[config.mk]
export PLATFORM = sky130hd
export DESIGN_NAME = timer_application_modes
export DESIGN_NICKNAME = d
export VERILOG_FILES = /design/src/timer_pkg.sv /design/src/timer_tick_if.sv /design/src/timer_clock_gen.sv /design/src/timer_application_modes.sv
export SDC_FILE = /design/constraint.sdc
export NUM_CORES = 1
export LEC_CHECK = 0
export ABC_CLOCK_PERIOD_IN_PS = 5400
export BUFFER_PORTS_ARGS = -buffer_cell sky130_fd_sc_hd__clkbuf_2
export CAP_MARGIN = 10
export CORE_MARGIN = 2
export CORE_UTILIZATION = 45
export CTS_BUF_LIST = sky130_fd_sc_hd__clkbuf_2
export DETAILED_ROUTE_END_ITERATION = 8
export PLACE_DENSITY_LB_ADDON = 0.15
export RECOVER_POWER = 25
export SYNTH_ARGS = -nofsm -noshare
export SYNTH_HDL_FRONTEND = slang
export SYNTH_SLANG_ARGS = --single-unit
[constraint.sdc]
create_clock -name clock_in -period 5.4 [get_ports clock_in]
set_clock_uncertainty 0.1 [all_clocks]
set_input_delay 0.81 -clock clock_in [delete_from_list [all_inputs] [get_ports clock_in]]
set_output_delay 0.81 -clock clock_in [all_outputs]
set_load 0.01 [all_outputs]
[src/timer_pkg.sv]
/*
 * Shared constants for the system timer: bus widths, register selects, control field positions,
 * reset values and the small enumerations used by the timer core and its clock generator.
 * Assumes it is compiled before every other file of the timer.
 */
`default_nettype none

package timer_pkg;

   // ==========================================================================
   // Widths
   localparam int DATA_W = 8;
   localparam int RS_W = 5;
   localparam int PORTC_W = 8;
   localparam int COUNT_W = 3 * DATA_W;
   localparam int PRESCALE_W_DEF = 5;
   localparam int PRESCALE_W_MIN = 3;

   // ==========================================================================
   // Register selects
   localparam logic [RS_W-1:0] RS_PORTC_DATA = 5'h0C;
   localparam logic [RS_W-1:0] RS_TIMER_CONTROL = 5'h10;
   localparam logic [RS_W-1:0] RS_TIMER_VECTOR = 5'h11;
   localparam logic [RS_W-1:0] RS_PRELOAD_HIGH = 5'h13;
   localparam logic [RS_W-1:0] RS_PRELOAD_MID = 5'h14;
   localparam logic [RS_W-1:0] RS_PRELOAD_LOW = 5'h15;
   localparam logic [RS_W-1:0] RS_COUNT_HIGH = 5'h17;
   localparam logic [RS_W-1:0] RS_COUNT_MID = 5'h18;
   localparam logic [RS_W-1:0] RS_COUNT_LOW = 5'h19;
   localparam logic [RS_W-1:0] RS_TIMER_STATUS = 5'h1A;

   // ==========================================================================
   // Field positions
   localparam int CTRL_OUT_MODE_LSB = 6;
   localparam int CTRL_ACK_ENABLE_BIT = 5;
   localparam int CTRL_ZERO_ROLL_BIT = 4;
   localparam int CTRL_CLOCK_LSB = 1;
   localparam int CTRL_ENABLE_BIT = 0;
   localparam int STATUS_ZERO_BIT = 0;
   localparam int PORTC_TIMER_OUT_BIT = 3;
   localparam int BYTE_HIGH_LSB = 16;
   localparam int BYTE_MID_LSB = 8;
   localparam int BYTE_LOW_LSB = 0;

   // ==========================================================================
   // Reset and special values
   localparam logic [DATA_W-1:0] CONTROL_RESET = 8'h00;
   localparam logic [DATA_W-1:0] VECTOR_RESET = 8'h0F;
   localparam logic [DATA_W-1:0] DATA_RESET = 8'h00;
   localparam logic [COUNT_W-1:0] COUNT_RESET = 24'h000000;
   localparam logic [COUNT_W-1:0] COUNT_ZERO = 24'h000000;
   localparam logic [COUNT_W-1:0] COUNT_ONE = 24'h000001;
   localparam logic [COUNT_W-1:0] COUNT_ALL_ONES = 24'hFFFFFF;

   // ==========================================================================
   // Enumerations
   typedef enum logic [1:0] {
      CLK_SYSTEM = 2'h0,
      CLK_SYSTEM_GATED = 2'h1,
      CLK_INPUT_PRESCALED = 2'h2,
      CLK_INPUT_DIRECT = 2'h3
   } clock_sel_e;

   typedef enum logic [1:0] {
      OUT_PORT = 2'h0,
      OUT_SQUARE = 2'h1,
      OUT_IRQ = 2'h2,
      OUT_IRQ_ALT = 2'h3
   } out_mode_e;

   typedef enum logic [1:0] {
      BUS_IDLE = 2'h0,
      BUS_ACK = 2'h1,
      BUS_VECTOR = 2'h2
   } bus_state_e;

endpackage

`default_nettype wire

[src/timer_tick_if.sv]
/*
 * Carrier between the timer core and its prescaler: run state, clock source and counter tick.
 * Assumes the core drives every signal except the tick, which the clock generator drives.
 */
`timescale 1ns/100ps
`default_nettype none

interface timer_tick_if;
   logic run;
   logic ext_source;
   logic direct;
   logic input_rise;
   logic tick;

   modport gen (input run, input ext_source, input direct, input input_rise, output tick);
   modport core (output run, output ext_source, output direct, output input_rise, input tick);
endinterface

`default_nettype wire

[src/timer_clock_gen.sv]
/*
 * Prescaler and counter clock generator of the system timer.
 * Assumes the core presents a run state and a one-cycle rising edge of the timer input pin.
 */
`timescale 1ns/100ps
`default_nettype none

module timer_clock_gen #(
   parameter int PRESCALE_W = timer_pkg::PRESCALE_W_DEF
) (
   // Clock and reset
   input wire logic clock_in,
   input wire logic rstn_in,
   // Tick carrier
   timer_tick_if.gen tick_bus
);
   import timer_pkg::*;

   // ==========================================================================
   // State
   localparam logic [PRESCALE_W-1:0] PRESCALE_ALL_ONES = {PRESCALE_W{1'b1}};
   localparam logic [PRESCALE_W-1:0] PRESCALE_ZERO = {PRESCALE_W{1'b0}};
   localparam logic [PRESCALE_W-1:0] PRESCALE_STEP = {{(PRESCALE_W-1){1'b0}}, 1'b1};

   typedef struct packed {
      logic [PRESCALE_W-1:0] prescale;
   } gen_state_s;

   gen_state_s s_reg;
   gen_state_s s_next;
   logic step;

   if (PRESCALE_W < PRESCALE_W_MIN) begin : g_check
      $error("Prescaler too narrow for the counter input rate.");
   end

   // ==========================================================================
   // Prescaler
   always_comb begin
      s_next = s_reg;
      step = tick_bus.ext_source ? tick_bus.input_rise : 1'b1;
      tick_bus.tick = 1'b0;
      if (!tick_bus.run) begin
         s_next.prescale = PRESCALE_ALL_ONES;
      end else if (tick_bus.direct) begin
         tick_bus.tick = tick_bus.input_rise;
      end else if (step) begin
         s_next.prescale = s_reg.prescale - PRESCALE_STEP;
         tick_bus.tick = (s_reg.prescale == PRESCALE_ZERO);
      end
   end

   always_ff @(posedge clock_in) begin
      if (!rstn_in) begin
         s_reg <= '{prescale: PRESCALE_ALL_ONES};
      end else begin
         s_reg <= s_next;
      end
   end
endmodule

`default_nettype wire

[src/timer_application_modes.sv]
/*
 * System timer core: 24-bit down counter with reload or rollover, zero detect flag, square wave
 * and interrupt request output, watchdog gating, interrupt acknowledge response and register bus.
 * Assumes a synchronous host bus with active-low chip select and data transfer acknowledge,
 * and timer pins that are already synchronous to clock_in.
 */
`timescale 1ns/100ps
`default_nettype none

// Overview of operation
// - Count one to zero sets flag, toggles output.
// - Next counter clock reloads preload, then decrements.
// - Square wave runs regardless of flag clearing.
// - Output level readable at port data address.
// - After reset, output pin is port input.
// - Output high before square wave enabled.
// - Acknowledge ignored unless interrupt request asserted.
// - Asserted request: vector on bus, acknowledge.
// - Zero roll control: counter wraps, no reload.
// - Flag latches until host clears it or timer halts.
// - External clock selection counts timer input.
// - Input edges while halted are ignored.
// - Watchdog: input level selects run or halt.
// - Watchdog input high loads preload, counts.
// - Early input fall: no flag, output stays negated.
// - Zero while high: flag, output, rollover.
// - Watchdog fall clears flag, output, stops.
// - Status write bit zero clears flag.
// - Halt keeps count, presets prescaler, clears flag.
// - First prescaler rollover loads, later ones count.
module timer_application_modes #(
   parameter int PRESCALE_W = timer_pkg::PRESCALE_W_DEF
) (
   // Clock and reset
   input wire logic clock_in,
   input wire logic rstn_in,
   // Host bus
   input wire logic cs_n_in,
   input wire logic rw_in,
   input wire logic [timer_pkg::RS_W-1:0] rs_in,
   input wire logic [timer_pkg::DATA_W-1:0] data_in,
   output logic [timer_pkg::DATA_W-1:0] data_out,
   output logic data_oe_out,
   output logic bus_transfer_ack_n_out,
   // Timer pins
   input wire logic timer_input_pin_in,
   input wire logic timer_irq_ack_pin_n_in,
   output logic timer_output_pin_out,
   output logic timer_output_pin_oe_out,
   // Port C pin levels
   input wire logic [timer_pkg::PORTC_W-1:0] portc_in
);
   import timer_pkg::*;

   // ==========================================================================
   // State
   typedef struct packed {
      bus_state_e bus;
      logic [DATA_W-1:0] data;
      logic data_oe;
      logic ack_n;
      logic [DATA_W-1:0] control;
      logic [DATA_W-1:0] vector;
      logic [COUNT_W-1:0] preload;
      logic [COUNT_W-1:0] count;
      logic zero_detect_flag;
      logic square;
      logic load_pending;
      logic input_prev;
      logic out_level;
      logic out_oe;
   } state_s;

   localparam state_s STATE_RESET = '{
      bus: BUS_IDLE,
      data: DATA_RESET,
      data_oe: 1'b0,
      ack_n: 1'b1,
      control: CONTROL_RESET,
      vector: VECTOR_RESET,
      preload: COUNT_RESET,
      count: COUNT_RESET,
      zero_detect_flag: 1'b0,
      square: 1'b1,
      load_pending: 1'b1,
      input_prev: 1'b0,
      out_level: 1'b0,
      out_oe: 1'b0
   };

   state_s s_reg;
   state_s s_next;
   logic run;
   logic input_rise;
   logic enabled;
   logic zero_step;
   logic ack_request;
   clock_sel_e clock_sel;
   out_mode_e out_mode;

   timer_tick_if tick_bus();

   // ==========================================================================
   // Clock generator
   timer_clock_gen #(
      .PRESCALE_W(PRESCALE_W)
   ) u_clock_gen (
      .clock_in(clock_in),
      .rstn_in(rstn_in),
      .tick_bus(tick_bus.gen)
   );

   assign tick_bus.run = run;
   assign tick_bus.ext_source = (clock_sel == CLK_INPUT_PRESCALED);
   assign tick_bus.direct = (clock_sel == CLK_INPUT_DIRECT);
   assign tick_bus.input_rise = input_rise;

   // ==========================================================================
   // Register read path
   function automatic logic [DATA_W-1:0] read_value(input logic [RS_W-1:0] sel, input state_s st,
                                                    input logic [PORTC_W-1:0] portc);
      logic [DATA_W-1:0] v;
      v = DATA_RESET;
      case (sel)
         RS_PORTC_DATA: begin
            v = portc;
            if (out_mode_e'(st.control[CTRL_OUT_MODE_LSB +: 2]) != OUT_PORT) begin
               v[PORTC_TIMER_OUT_BIT] = st.out_level;
            end
         end
         RS_TIMER_CONTROL: v = st.control;
         RS_TIMER_VECTOR: v = st.vector;
         RS_PRELOAD_HIGH: v = st.preload[BYTE_HIGH_LSB +: DATA_W];
         RS_PRELOAD_MID: v = st.preload[BYTE_MID_LSB +: DATA_W];
         RS_PRELOAD_LOW: v = st.preload[BYTE_LOW_LSB +: DATA_W];
         RS_COUNT_HIGH: v = st.count[BYTE_HIGH_LSB +: DATA_W];
         RS_COUNT_MID: v = st.count[BYTE_MID_LSB +: DATA_W];
         RS_COUNT_LOW: v = st.count[BYTE_LOW_LSB +: DATA_W];
         RS_TIMER_STATUS: v[STATUS_ZERO_BIT] = st.zero_detect_flag;
         default: v = DATA_RESET;
      endcase
      return v;
   endfunction

   // ==========================================================================
   // Next state
   always_comb begin
      s_next = s_reg;
      clock_sel = clock_sel_e'(s_reg.control[CTRL_CLOCK_LSB +: 2]);
      out_mode = out_mode_e'(s_reg.control[CTRL_OUT_MODE_LSB +: 2]);
      enabled = s_reg.control[CTRL_ENABLE_BIT];
      run = enabled && ((clock_sel != CLK_SYSTEM_GATED) || timer_input_pin_in);
      input_rise = timer_input_pin_in && !s_reg.input_prev;
      zero_step = run && tick_bus.tick && !s_reg.load_pending && (s_reg.count == COUNT_ONE);
      ack_request = out_mode[1] && s_reg.control[CTRL_ACK_ENABLE_BIT] && s_reg.zero_detect_flag;
      s_next.input_prev = timer_input_pin_in;

      // Host bus and interrupt acknowledge.
      case (s_reg.bus)
         BUS_IDLE: begin
            if (!cs_n_in) begin
               s_next.bus = BUS_ACK;
               s_next.ack_n = 1'b0;
               if (rw_in) begin
                  s_next.data = read_value(rs_in, s_reg, portc_in);
                  s_next.data_oe = 1'b1;
               end else begin
                  case (rs_in)
                     RS_TIMER_CONTROL: s_next.control = data_in;
                     RS_TIMER_VECTOR: s_next.vector = data_in;
                     RS_PRELOAD_HIGH: s_next.preload[BYTE_HIGH_LSB +: DATA_W] = data_in;
                     RS_PRELOAD_MID: s_next.preload[BYTE_MID_LSB +: DATA_W] = data_in;
                     RS_PRELOAD_LOW: s_next.preload[BYTE_LOW_LSB +: DATA_W] = data_in;
                     RS_TIMER_STATUS: begin
                        if (data_in[STATUS_ZERO_BIT]) begin
                           s_next.zero_detect_flag = 1'b0;
                        end
                     end
                     default: s_next.data_oe = 1'b0;
                  endcase
               end
            end else if (!timer_irq_ack_pin_n_in && ack_request) begin
               s_next.bus = BUS_VECTOR;
               s_next.data = s_reg.vector;
               s_next.data_oe = 1'b1;
               s_next.ack_n = 1'b0;
            end
         end
         BUS_ACK: begin
            if (cs_n_in) begin
               s_next.bus = BUS_IDLE;
               s_next.ack_n = 1'b1;
               s_next.data_oe = 1'b0;
            end
         end
         BUS_VECTOR: begin
            if (timer_irq_ack_pin_n_in) begin
               s_next.bus = BUS_IDLE;
               s_next.ack_n = 1'b1;
               s_next.data_oe = 1'b0;
            end
         end
         default: begin
            s_next.bus = BUS_IDLE;
            s_next.ack_n = 1'b1;
            s_next.data_oe = 1'b0;
         end
      endcase

      // Counter, applied after the status write so that a detection wins over a clear.
      if (!run) begin
         s_next.zero_detect_flag = 1'b0;
         s_next.load_pending = 1'b1;
      end else if (tick_bus.tick) begin
         if (s_reg.load_pending) begin
            s_next.count = s_reg.preload;
            s_next.load_pending = 1'b0;
         end else if ((s_reg.count == COUNT_ZERO) && !s_reg.control[CTRL_ZERO_ROLL_BIT]) begin
            s_next.count = s_reg.preload;
         end else begin
            s_next.count = s_reg.count - COUNT_ONE;
         end
         if (zero_step) begin
            s_next.zero_detect_flag = 1'b1;
            s_next.square = !s_reg.square;
         end
      end
      if (!enabled) begin
         s_next.square = 1'b1;
      end

      // Timer output pin, from the settled next state.
      case (out_mode_e'(s_next.control[CTRL_OUT_MODE_LSB +: 2]))
         OUT_PORT: begin
            s_next.out_level = 1'b0;
            s_next.out_oe = 1'b0;
         end
         OUT_SQUARE: begin
            s_next.out_level = s_next.square;
            s_next.out_oe = 1'b1;
         end
         default: begin
            s_next.out_level = !s_next.zero_detect_flag;
            s_next.out_oe = 1'b1;
         end
      endcase
   end

   always_ff @(posedge clock_in) begin
      if (!rstn_in) begin
         s_reg <= STATE_RESET;
      end else begin
         s_reg <= s_next;
      end
   end

   assign data_out = s_reg.data;
   assign data_oe_out = s_reg.data_oe;
   assign bus_transfer_ack_n_out = s_reg.ack_n;
   assign timer_output_pin_out = s_reg.out_level;
   assign timer_output_pin_oe_out = s_reg.out_oe;
endmodule

`default_nettype wire

==> After elaboration in Yosys (flattened, before gate mapping) <==
Index checks and enable logic that the tools add are counted.
{ "op_classes": {"n_reduce_logical": 34, "mux": 39, "n_addsub": 2, "bitwise_logic": 3, "n_eq_ne": 22} }
{ "ops": {"columns": ["op", "n"], "rows": [
  ["$mux W40", 3],
  ["$pmux W7 S9", 1],
  ["$mux W24", 2],
  ["$mux W8", 6],
  ["$eq A5 B5 Y1 const B", 9],
  ["$eq A24 B1 Y1 const B", 1],
  ["$logic_not A24 Y1", 1],
  ["$mux W12", 2],
  ["$reduce_and A4 Y1", 6],
  ["$sub A24 B1 Y24 const B", 1],
  ["$mux W1", 15],
  ["$pmux W2 S3", 2],
  ["$mux W2", 5],
  ["$pmux W1 S10", 1],
  ["$logic_and A1 B1 Y1", 9],
  ["$eq A2 B2 Y1 const B", 3],
  ["$logic_not A1 Y1", 6],
  ["$reduce_and A2 Y1", 3],
  ["$reduce_and A3 Y1", 2],
  ["$reduce_or A6 Y1", 1],
  ["$eq A5 B4 Y1 const B", 1],
  ["$logic_not A5 Y1", 1],
  ["$sub A5 B1 Y5 const B", 1],
  ["$eq A2 B1 Y1 const B", 2],
  ["other kinds (10)", 16]
]} }
{ "totals": {"elab_cells": 118, "reg_bits": 87, "in_bits": 27, "out_inout_bits": 12} }

==> Longest topological paths before layout <==
Gate-level depths: netlist of run 1.
{ "depth": {"ltp_word": 14, "depth_mapped": 9, "mapped_depth_nobuf": 7} }

==> Cells and area by module <==
From an unflattened synthesis of run 1, not the netlist that was laid out.
{ "unflattened": {"cells_unflattened": 604, "area_unflattened_um2": 5041.1} }
{ "modules_own_cells": {"columns": ["mod", "area_per_inst_um2", "seq_area_each_um2", "cells_each", "instances"], "rows": [
  ["timer_application_modes", 4744.6, 1641.6, 570, 1],
  ["timer_clock_gen", 296.5, 100.1, 34, 1]
]} }

==> Least setup slack after synthesis of run 1 <==
Ideal clock, no wire load.
{ "synth_timing": {"path_type": "input -> register", "start": "input cs_n_in", "end": "register s_reg, in the netlist timer_output_pin_out", "path_buffers": 2, "t_arrival_ns": 2.436, "path_stages": 7, "path_slack_ns": 2.747, "required_time_ns": 5.183, "setup_ns": 0.117, "path_cell_list": "clkbuf_1 nor4_2 nand3_1 clkbuf_1 mux2i_1 a32o_1 a22o_1"} }
{ "synth_via": {"elab_chain_cells": 7, "word_cells_on_any_way": 11, "classes_between": "eq/ne (1); mux (8); reduce/logical (2)"} }
{ "synth_rtl": {"columns": ["item", "line", "source"], "rows": [
  ["start: declaration", "timer_application_modes.sv:38", "input wire logic cs_n_in,"],
  ["$mux W1", "timer_application_modes.sv:161", "if (!cs_n_in) begin"],
  ["$mux W1", "timer_application_modes.sv:159", "case (s_reg.bus)"],
  ["$mux W2", "timer_application_modes.sv:223", "if (zero_step) begin"],
  ["$mux W3", "timer_application_modes.sv:214", "end else if (tick_bus.tick) begin"],
  ["$mux W1", "timer_application_modes.sv:211", "if (!run) begin"],
  ["$logic_not A1 Y1", "timer_application_modes.sv:243", "s_next.out_level = !s_next.zero_detect_flag;"],
  ["$pmux W2 S2 (*)", "timer_application_modes.sv:233", "case (out_mode_e'(s_next.control[CTRL_OUT_MODE_LSB +: 2]))"],
  ["end signal: assignment", "timer_application_modes.sv:253", "s_reg <= s_next;"],
  ["end: declaration", "timer_application_modes.sv:91", "state_s s_reg;"]
]} }
Mark *: on every way between the ends. The rest lies on a longest branch, timed or not.
A chain may end at the register's enable or synchronous reset.

==> Worst setup path after layout of run 1 <==
{ "layout_timing": {"start": "input rstn_in", "end": "register s_reg[8] (netlist name)"} }
{ "layout_rtl": {"columns": ["item", "line", "source"], "rows": [
  ["start: declaration", "timer_application_modes.sv:36", "input wire logic rstn_in,"]
]} }
No word-level cell between the ends.

==> implementation parameters, run 1 <==
Parameter                              Value

Clock tree
  Number of sinks driven by the clock tree    87
  H-tree levels    3
  Clock buffer depth    2
  Number of buffers inserted by hold repair at cts    0
  CTS-repair resized insts    0
  Post-CTS setup buffers    0
  TritonCTS clock tree    done
  TritonCTS Buffers    9
  Worst skew pair latency    about 0.58 ns
  Clock-pin slew reported for the worst setup and hold paths after clock tree synthesis    approximately 0.22 ns
  Cell chosen for the clock root    sky130_fd_sc_hd__clkbuf_2

Status
  Status    finished, violations left
  Violations in the final reports    max-capacitance violations, max-slew violations

Critical path
  R2R depth    7
  Required time at the endpoint of the critical path    slightly below 6 ns
  Nature of the critical path endpoint    flip-flop
  Largest fanout on the critical path    48
  Crit path DAT    roughly 3.8 ns
  Critical Setup Path Class    in -> reg
  Kind of start point of the critical path    input pin

STA
  Final hold slack    ~0.38 ns
  Final max-slew violation count    90
  Accumulated negative setup slack    0 ns
  Transition time at the pin with the least slew margin    roughly 2.3 ns
  Share of the cycle needed by the critical path after routing    64.1%
  Setup violators final    0
  Setup repair after global routing missed its margin    false
  Shortest period the worst path allows    3.46 ns
  Setup WS post-layout    1.94 ns
  Worst slew margin relative to its limit    -50.8%
  Timing-limited maximum frequency    around 290 MHz
  Final number of hold-violating endpoints    0

Global route
  Antenna violations before repair    0
  GRT Overall Usage    between 20 and 30%
  Grt ovf    0
  First-pass GRT wire length    24.4 mm
  Number of global-route vias before repair    4429
  Maximum number of pins on one net before global-route repair    49

Place
  Number of I/O port buffers    38
  # placed instances    about 750
  Worst slack, placed    2.32 ns
  Cell Area, Placed    between 5000 and 6000 µm²
  Half-perimeter wire length of the detailed placement result    about 11 mm
  Global placer's final weighted congestion    0.911

Floorplan
  Io pins    39
  Core Box Area    approximately 11000 µm²
  Die W    between 100 and 150 µm
  Row count    38
  Die Height    roughly 110 µm
  Full die area    roughly 12000 µm²
  Initial cell density of the core    about 46%

Power
  Power per cell area    approximately 190 nW/µm²
  Proportion of total power due to net switching    around 28%
  Design Power    1.02 mW
  Net switching power    0.289 mW
  Part of the power in the clock network    a little over a quarter
  Worst-case vdd ir drop    roughly 0.14 mV
  Leakage component of the power    2.19 nW
  Internal power    roughly 0.73 mW
  Share of power burned in registers    64.3%
  Combinational share of power    roughly 8.5%

Layout
  Area used by multi-input combinational logic    about 3000 µm²
  Number of flip-flops under the largest register name    65
  Final Core Density    48.6%
  Total of fill cells in the finished design    1095
  Fin nets    651
  Fraction of layout instances using a drive strength above 1    9.65%
  Cell area after layout    approximately 5300 µm²
  Antenna Cells    0
  Cell Count, Final, Fillers Out    around 760
  Register area    ~1700 µm²
  Post-synthesis to final-layout area growth    5.27%

Synthesis
  Number of flops mapped to enable cells by yosys    0
  Number of different library cells in the post-synthesis netlist    65
  Fraction of the yosys area taken by sequential cells    between 30% and 40%
  Commonest cells in the synthesized netlist    sky130_fd_sc_hd__dfxtp_1, sky130_fd_sc_hd__nand3_1, sky130_fd_sc_hd__mux2i_1
  Cell taking the most area after synthesis    sky130_fd_sc_hd__dfxtp_1
  Cell area after synthesis    5000 µm²
  Dominant cells by area after synthesis    sky130_fd_sc_hd__dfxtp_1, sky130_fd_sc_hd__mux2i_1, sky130_fd_sc_hd__nand3_1
  Most common cell in the synthesized netlist    sky130_fd_sc_hd__dfxtp_1
  Post-synthesis sequential element count    87
  Share of async-settable or async-resettable flops after synthesis    0%
  Post-synthesis cell count    610
  Syn. warnings    0
  Per-instance average area after synthesis    approximately 8.2 µm²
  Flip-flop cell with the highest count after synthesis    sky130_fd_sc_hd__dfxtp_1
  Nets in the synthesized netlist    642
  Proportion of netlist area held by the largest area contributor    a little over a third

Drt
  Detailed-route wire length per cell    20.3 µm
  First-pass iteration count of the detailed router    5
  Remaining DRCs    0
  Total via count after detailed routing    around 4800
  Antenna Violating Nets Remaining    0
  Iter 0 DRT Violations    351
  Wirelength, routed    around 15 mm
  Detailed-route vias per instance    between 6 and 7

Run
  Max Cap Viol    2

Hold path
  Kind of path behind the tightest hold check    in -> reg
  Instance count along the most critical hold path    2
power by group through the flow:
stage	sequential [mW]	clock, mW	combinational, mW
finish	0.654	0.276	0.0863
global route	0.655	0.314	0.0936
CTS	0.654	0.283	0.0867
detailed placement	0.666	0	0.0864
global placement	0.666	0	0.0856
floorplan	0.664	0	0.0544
cell families (layout without fill, tap and decap cells):
kind of cell    count (synthesis)  after routing  share of synthesized area, %
flops                          87             87                          34.8
compound gates                126            126                          16.6
xor+xnor                        5              5                         0.875
fa+ha+maj                       5              5                          1.25
mux                            56             56                          11.3
buf+inv                        60             72                          5.45
simple gates                  271            271                          29.7
layout by cell type, fill, tap and decap left out, types with 8 or more instances in the layout:
cell type | synthesis | routed
sky130_fd_sc_hd__a211oi_1 | 9 | 9
sky130_fd_sc_hd__a21oi_1 | 29 | 28
sky130_fd_sc_hd__a31oi_1 | 9 | 9
sky130_fd_sc_hd__and2_1 | 10 | 10
sky130_fd_sc_hd__clkbuf_1 | 30 | 14
sky130_fd_sc_hd__clkbuf_2 | 0 | 35
sky130_fd_sc_hd__dfxtp_1 | 87 | 87
sky130_fd_sc_hd__inv_1 | 12 | 12
sky130_fd_sc_hd__mux2i_1 | 53 | 53
sky130_fd_sc_hd__nand2_1 | 47 | 47
sky130_fd_sc_hd__nand3_1 | 68 | 68
sky130_fd_sc_hd__nand4_1 | 12 | 12
sky130_fd_sc_hd__nor2_1 | 49 | 49
sky130_fd_sc_hd__nor4_1 | 14 | 14
sky130_fd_sc_hd__o21ai_0 | 15 | 15
sky130_fd_sc_hd__o21ai_1 | 8 | 8
sky130_fd_sc_hd__o22ai_1 | 15 | 15
sky130_fd_sc_hd__or3_1 | 8 | 8
sky130_fd_sc_hd__or4_1 | 8 | 8
metal layers:
| metal | share of wire, % | up-vias | track usage, % |
|---|---|---|---|
| met5 | 0 | - | 0 |
| met4 | 3.0 | 0 | 10.2 |
| met3 | 8.0 | 37 | 4.92 |
| met2 | 46 | 221 | 42.0 |
| met1 | 43 | 2269 | 37.1 |
| li1 | - | 2287 | - |
worst paths after layout:
check	start	end	slack, ns
min reg2reg	data_out[7]$_SDFFE_PN0P_	data_out[7]$_SDFFE_PN0P_	0.39
max	rstn_in	s_reg[8]$_SDFFE_PN0N_	1.94
min	timer_input_pin_in	s_reg[2]$_SDFF_PN0_	0.38
max reg2reg	u_clock_gen.s_reg[0]$_SDFFE_PN1P_	s_reg[7]$_SDFFE_PN0N_	2.48
cell type report:
class	count	area share, %
Inverter	12	0.855
Timing Repair Buffer	46	4.32
Clock buffer	9	0.855
Tap cell	140	3.32
Clock inverter	5	0.522
Sequential cell	87	33.1
Multi-Input combinational cell	463	57.1
critical path: stages:
cell,delay (ns)
sky130_fd_sc_hd__clkbuf_2,0.07
sky130_fd_sc_hd__clkbuf_1,1.44
sky130_fd_sc_hd__inv_1,0.09
sky130_fd_sc_hd__clkbuf_1,0.92
sky130_fd_sc_hd__a31oi_1,0.49
(Power assumes the default switching activity.)
==> inputs of run 2 (changes only) <==
--- a/config.mk
+++ b/config.mk
@@ -5,7 +5,7 @@
 export SDC_FILE = /design/constraint.sdc
 export NUM_CORES = 1
 export LEC_CHECK = 0
-export ABC_CLOCK_PERIOD_IN_PS = 5400
+export ABC_CLOCK_PERIOD_IN_PS = 3200
 export BUFFER_PORTS_ARGS = -buffer_cell sky130_fd_sc_hd__clkbuf_2
 export CAP_MARGIN = 10
 export CORE_MARGIN = 2
==> constraint.sdc (replaced) <==
create_clock -name clock_in -period 3.2 [get_ports clock_in]
set_clock_uncertainty 0.1 [all_clocks]
set_input_delay 0.48 -clock clock_in [delete_from_list [all_inputs] [get_ports clock_in]]
set_output_delay 0.48 -clock clock_in [all_outputs]
set_load 0.01 [all_outputs]
==> implementation parameters, run 2 (synthesis results as in run 1) <==
Parameter                              Value

Layout
  Fin nets    between 600 and 700
  Post-synthesis to final-layout area growth    7.35%
  Number of flip-flops under the largest register name    between 60 and 70
  Most used cells in the layout excluding fill and tap cells    sky130_fd_sc_hd__dfxtp_1, sky130_fd_sc_hd__nand3_1, sky130_fd_sc_hd__mux2i_1
  Fraction of layout instances using a drive strength above 1    a little over a tenth
  Total of fill cells in the finished design    roughly 1100
  Antenna Cells    0
  Most common library cell in the layout ignoring fill and taps    sky130_fd_sc_hd__dfxtp_1

STA
  Final max-slew violation count    0
  Final hold slack    between 0.05 and 0.06 ns
  Worst slew margin relative to its limit    20.5%
  Setup repair after global routing missed its margin    false
  Transition time at the pin with the least slew margin    1.19 ns
  Final number of hold-violating endpoints    0
  Share of the cycle needed by the critical path after routing    ~84%
  Shortest period the worst path allows    ~2.7 ns
  Setup violators final    0
  Timing-limited maximum frequency    371 MHz
  Accumulated negative setup slack    0 ns

Critical path
  Worst path buffer plus inverter count    0
  Nature of the critical path endpoint    flip-flop
  Critical Setup Path Class    reg -> reg
  Kind of start point of the critical path    flip-flop
  Crit path DAT    between 3 and 4 ns
  Largest stage delay on the critical path    roughly 0.62 ns
  Largest fanout on the critical path    39
  Required time at the endpoint of the critical path    approximately 3.7 ns
  CP top delay family    simple AND/OR/NAND/NOR gates
  Cell with the largest stage delay on the worst path    sky130_fd_sc_hd__or4_4
  Ordered cell list for the critical path    or4_4 -> nor4_2 -> a21oi_4 -> mux2_1 -> o22ai_1

Status
  Status    finished, final reports clean

Clock tree
  TritonCTS Buffers    9
  TritonCTS clock tree    done
  Number of sinks driven by the clock tree    87
  Clock buffer depth    2
  CTS-repair resized insts    0
  Clock-pin slew reported for the worst setup and hold paths after clock tree synthesis    0.28 ns
  Number of buffers inserted by hold repair at cts    0
  H-tree levels    3
  Worst skew pair latency    ~0.62 ns
  Cell chosen for the clock root    sky130_fd_sc_hd__clkbuf_2
  Post-CTS setup buffers    0

Place
  Half-perimeter wire length of the detailed placement result    11.5 mm
  Global placer's final weighted congestion    approximately 0.94
  Number of I/O port buffers    38

Floorplan
  Core Box Area    approximately 11000 µm²
  Die Height    around 110 µm
  Die W    between 100 and 150 µm
  Initial cell density of the core    46.2%
  Io pins    39
  Row count    38
  Full die area    12000 µm²

Hold path
  Kind of path behind the tightest hold check    in -> reg

Drt
  First-pass iteration count of the detailed router    5
  Detailed-route wire length per cell    about 20 µm
  Remaining DRCs    0
  Wirelength, routed    ~16 mm
  Iter 0 DRT Violations    562
  Detailed-route vias per instance    about 6.4
  Antenna Violating Nets Remaining    0
  Total via count after detailed routing    ~5000

Power
  Leakage component of the power    between 2 and 2.5 nW
  Worst-case vdd ir drop    between 0.2 and 0.25 mV
  Power per cell area    ~350 nW/µm²

Global route
  Grt ovf    0
  GRT Overall Usage    approximately 28%
  Number of global-route vias before repair    4509
  Antenna violations before repair    0
  Maximum number of pins on one net before global-route repair    43
  First-pass GRT wire length    about 25 mm

Run
  Max Cap Viol    0
[run 2: routing by layer]
layer	track usage, %	wire length, µm	vias to the layer above
met5	0	0	-
met4	11.0	364	0
met3	5.75	1430	32
met2	42.5	7100	209
met1	38.0	6750	2375
li1	-	-	2303
[run 2: where the power goes]
part,total (mW),switching (mW),internal [mW]
Sequential,1.10,0.00690,1.10
Combinational,0.149,0.102,0.0469
Clock,0.605,0.416,0.190
[run 2: metrics by stage]
step / cell area (µm²) / std cells / setup slack, ns / power [mW] / utilization [%]
floorplan: 5000 / 610 / 0.877 / 1.21 / -
global placement: 5280 / 756 / 0.599 / 1.27 / 48.7
detailed placement: 5280 / 756 / 0.544 / 1.27 / 48.7
CTS: 5400 / 772 / 0.506 / 1.88 / 49.8
global route: 5370 / 772 / 0.330 / 1.93 / 49.6
finish: 5370 / 772 / 0.502 / 1.86 / 49.6
[run 2: layout make-up]
cell class | count | area [µm²] | area share (%)
multi-input combinational | 463 | 3010 | 56.0
sequential | 87 | 1740 | 32.4
timing repair buffer | 54 | 287 | 5.33
tap | 140 | 175 | 3.26
clock inverter | 6 | 67.6 | 1.26
clock buffer | 10 | 50.0 | 0.932
inverter | 12 | 45.0 | 0.838
[run 2: worst paths after layout]
kind | startpoint | endpoint | slack [ns] | cells after the start
max | s_reg[10]$_SDFFE_PN0N_ | s_reg[21]$_SDFFE_PN0N_ | 0.50 | 5
min | timer_input_pin_in | s_reg[2]$_SDFF_PN0_ | 0.06 | 2
max reg2reg | s_reg[10]$_SDFFE_PN0N_ | s_reg[21]$_SDFFE_PN0N_ | 0.50 | 5
min reg2reg | data_out[7]$_SDFFE_PN0P_ | data_out[7]$_SDFFE_PN0P_ | 0.39 | 2
==> inputs of run 3 (changes only) <==
--- a/config.mk
+++ b/config.mk
@@ -5,7 +5,7 @@
 export SDC_FILE = /design/constraint.sdc
 export NUM_CORES = 1
 export LEC_CHECK = 0
-export ABC_CLOCK_PERIOD_IN_PS = 3200
+export ABC_CLOCK_PERIOD_IN_PS = 2800
 export BUFFER_PORTS_ARGS = -buffer_cell sky130_fd_sc_hd__clkbuf_2
 export CAP_MARGIN = 10
 export CORE_MARGIN = 2
==> constraint.sdc (replaced) <==
create_clock -name clock_in -period 2.8 [get_ports clock_in]
set_clock_uncertainty 0.1 [all_clocks]
set_input_delay 0.42 -clock clock_in [delete_from_list [all_inputs] [get_ports clock_in]]
set_output_delay 0.42 -clock clock_in [all_outputs]
set_load 0.01 [all_outputs]
==> implementation parameters, run 3 (synthesis results as in run 1) <==
Parameter                              Value

Status
  Status    finished, final reports clean

STA
  Share of the cycle needed by the critical path after routing    between 90 and 100%
  Shortest period the worst path allows    2.59 ns
  Timing-limited maximum frequency    387 MHz
  Setup repair after global routing missed its margin    false
  Accumulated negative setup slack    0 ns
  Transition time at the pin with the least slew margin    between 0.9 and 1 ns
  Final number of hold-violating endpoints    0
  Worst slew margin relative to its limit    a little over a third
  Setup violators final    0
  Final max-slew violation count    0

Layout
  Post-synthesis to final-layout area growth    9.98%
  Fraction of layout instances using a drive strength above 1    12.9%
  Antenna Cells    0
  Most used cells in the layout excluding fill and tap cells    sky130_fd_sc_hd__dfxtp_1, sky130_fd_sc_hd__nand3_1, sky130_fd_sc_hd__mux2i_1
  Cell area after layout    between 5000 and 6000 µm²
  Number of flip-flops under the largest register name    65
  Fin nets    approximately 680
  Most common library cell in the layout ignoring fill and taps    sky130_fd_sc_hd__dfxtp_1

Floorplan
  Core Box Area    10800 µm²
  Die W    roughly 110 µm
  Io pins    39
  Full die area    12000 µm²
  Initial cell density of the core    46.2%
  Die Height    roughly 110 µm
  Row count    38

Drt
  Iter 0 DRT Violations    between 400 and 500
  Detailed-route wire length per cell    between 20 and 25 µm
  Antenna Violating Nets Remaining    0
  Wirelength, routed    16.4 mm
  Detailed-route vias per instance    ~6.2
  Total via count after detailed routing    ~4900
  Remaining DRCs    0
  First-pass iteration count of the detailed router    5

Clock tree
  H-tree levels    3
  Clock-pin slew reported for the worst setup and hold paths after clock tree synthesis    0.28 ns
  TritonCTS Buffers    9
  TritonCTS clock tree    done
  Cell chosen for the clock root    sky130_fd_sc_hd__clkbuf_2
  Number of sinks driven by the clock tree    87
  Clock buffer depth    2
  Worst skew pair latency    approximately 0.6 ns
  Post-CTS setup buffers    0

Hold path
  Kind of path behind the tightest hold check    in -> reg

Run
  Max Cap Viol    0

Place
  Cell Area, Placed    between 5000 and 6000 µm²
  Half-perimeter wire length of the detailed placement result    12.0 mm
  Global placer's final weighted congestion    just under 1
  Number of I/O port buffers    38

Critical path
  Kind of start point of the critical path    flip-flop
  Largest fanout on the critical path    31
  Crit path DAT    3.02 ns
  Nature of the critical path endpoint    flip-flop
  Critical Setup Path Class    reg -> reg
  Required time at the endpoint of the critical path    approximately 3.2 ns

Power
  Worst-case vdd ir drop    0.223 mV
  Proportion of total power due to net switching    30.6%
  Part of the power in the clock network    a little under a third
  Combinational share of power    8.7%
  Leakage component of the power    approximately 2.3 nW
  Net switching power    around 0.64 mW
  Internal power    ~1.4 mW
  Power per cell area    379 nW/µm²
  Share of power burned in registers    around three fifths

Global route
  First-pass GRT wire length    between 20 and 30 mm
  Number of global-route vias before repair    roughly 4500
  Grt ovf    0
  Maximum number of pins on one net before global-route repair    slightly below 50
  GRT Overall Usage    28.4%
  Antenna violations before repair    0
[run 3: per-layer routing]
layer / up-vias / GRT usage (%) / part of all wire (%)
li1: 2342 / - / -
met5: - / 0 / 0
met1: 2328 / 40.8 / 44
met3: 30 / 4.62 / 8.1
met2: 235 / 42.9 / 45
met4: 0 / 9.95 / 2.7
[run 3: timing repair]
| action | CTS | global route |
|---|---|---|
| hold endpoints to repair | 14 | 0 |
| hold buffers | 5 | 0 |
| resized for setup | 0 | 0 |
[run 3: worst max-delay path, stage by stage, from the launching register on]
cell,delay (ns)
sky130_fd_sc_hd__dfxtp_1,0.47
sky130_fd_sc_hd__or4_4,0.62
sky130_fd_sc_hd__nor4_2,0.40
sky130_fd_sc_hd__a21oi_4,0.32
sky130_fd_sc_hd__buf_4,0.29
sky130_fd_sc_hd__a2bb2oi_1,0.16
sky130_fd_sc_hd__a31oi_1,0.16
[run 3: worst paths after layout]
| kind | start | end | slack (ns) | depth (start not counted) |
|---|---|---|---|---|
| max | s_reg[10]$_SDFFE_PN0N_ | s_reg[27]$_SDFFE_PN0N_ | 0.21 | 6 |
| min | data_in[0] | s_reg[30]$_SDFFE_PN0P_ | 0.04 | 3 |
| max reg2reg | s_reg[10]$_SDFFE_PN0N_ | s_reg[27]$_SDFFE_PN0N_ | 0.21 | 6 |
| min reg2reg | data_out[7]$_SDFFE_PN0P_ | data_out[7]$_SDFFE_PN0P_ | 0.39 | 2 |
[run 3: layout make-up]
type | count | area, µm²
fill | 1092 | 5340
multi-input combinational | 463 | 3000
sequential | 87 | 1740
timing repair buffer | 72 | 438
tap | 140 | 175
clock inverter | 7 | 58.8
clock buffer | 9 | 45.0
inverter | 12 | 45.0
[run 3: power by group through the flow]
stage	registers (mW)	clock network, mW	logic [mW]
after CTS	1.26	0.651	0.181
after global placement	1.28	0	0.175
final	1.26	0.645	0.181
after global routing	1.27	0.703	0.196
after detailed placement	1.28	0	0.175
after floorplan	1.28	0	0.105
[run 3: per-stage QoR]
| step | total power, mW | std cells | util (%) | setup slack, ns | hold slack, ns |
|---|---|---|---|---|---|
| global placement | 1.46 | 769 | 49.6 | 0.344 | 0.353 |
| CTS | 2.10 | 790 | 51.0 | 0.260 | 0.0134 |
| detailed placement | 1.46 | 769 | 49.6 | 0.306 | 0.365 |
| floorplan | 1.39 | 610 | - | 0.487 | 0.331 |
| global route | 2.16 | 790 | 50.8 | 0.119 | 0.0366 |
| finish | 2.09 | 790 | 50.8 | 0.214 | 0.0441 |
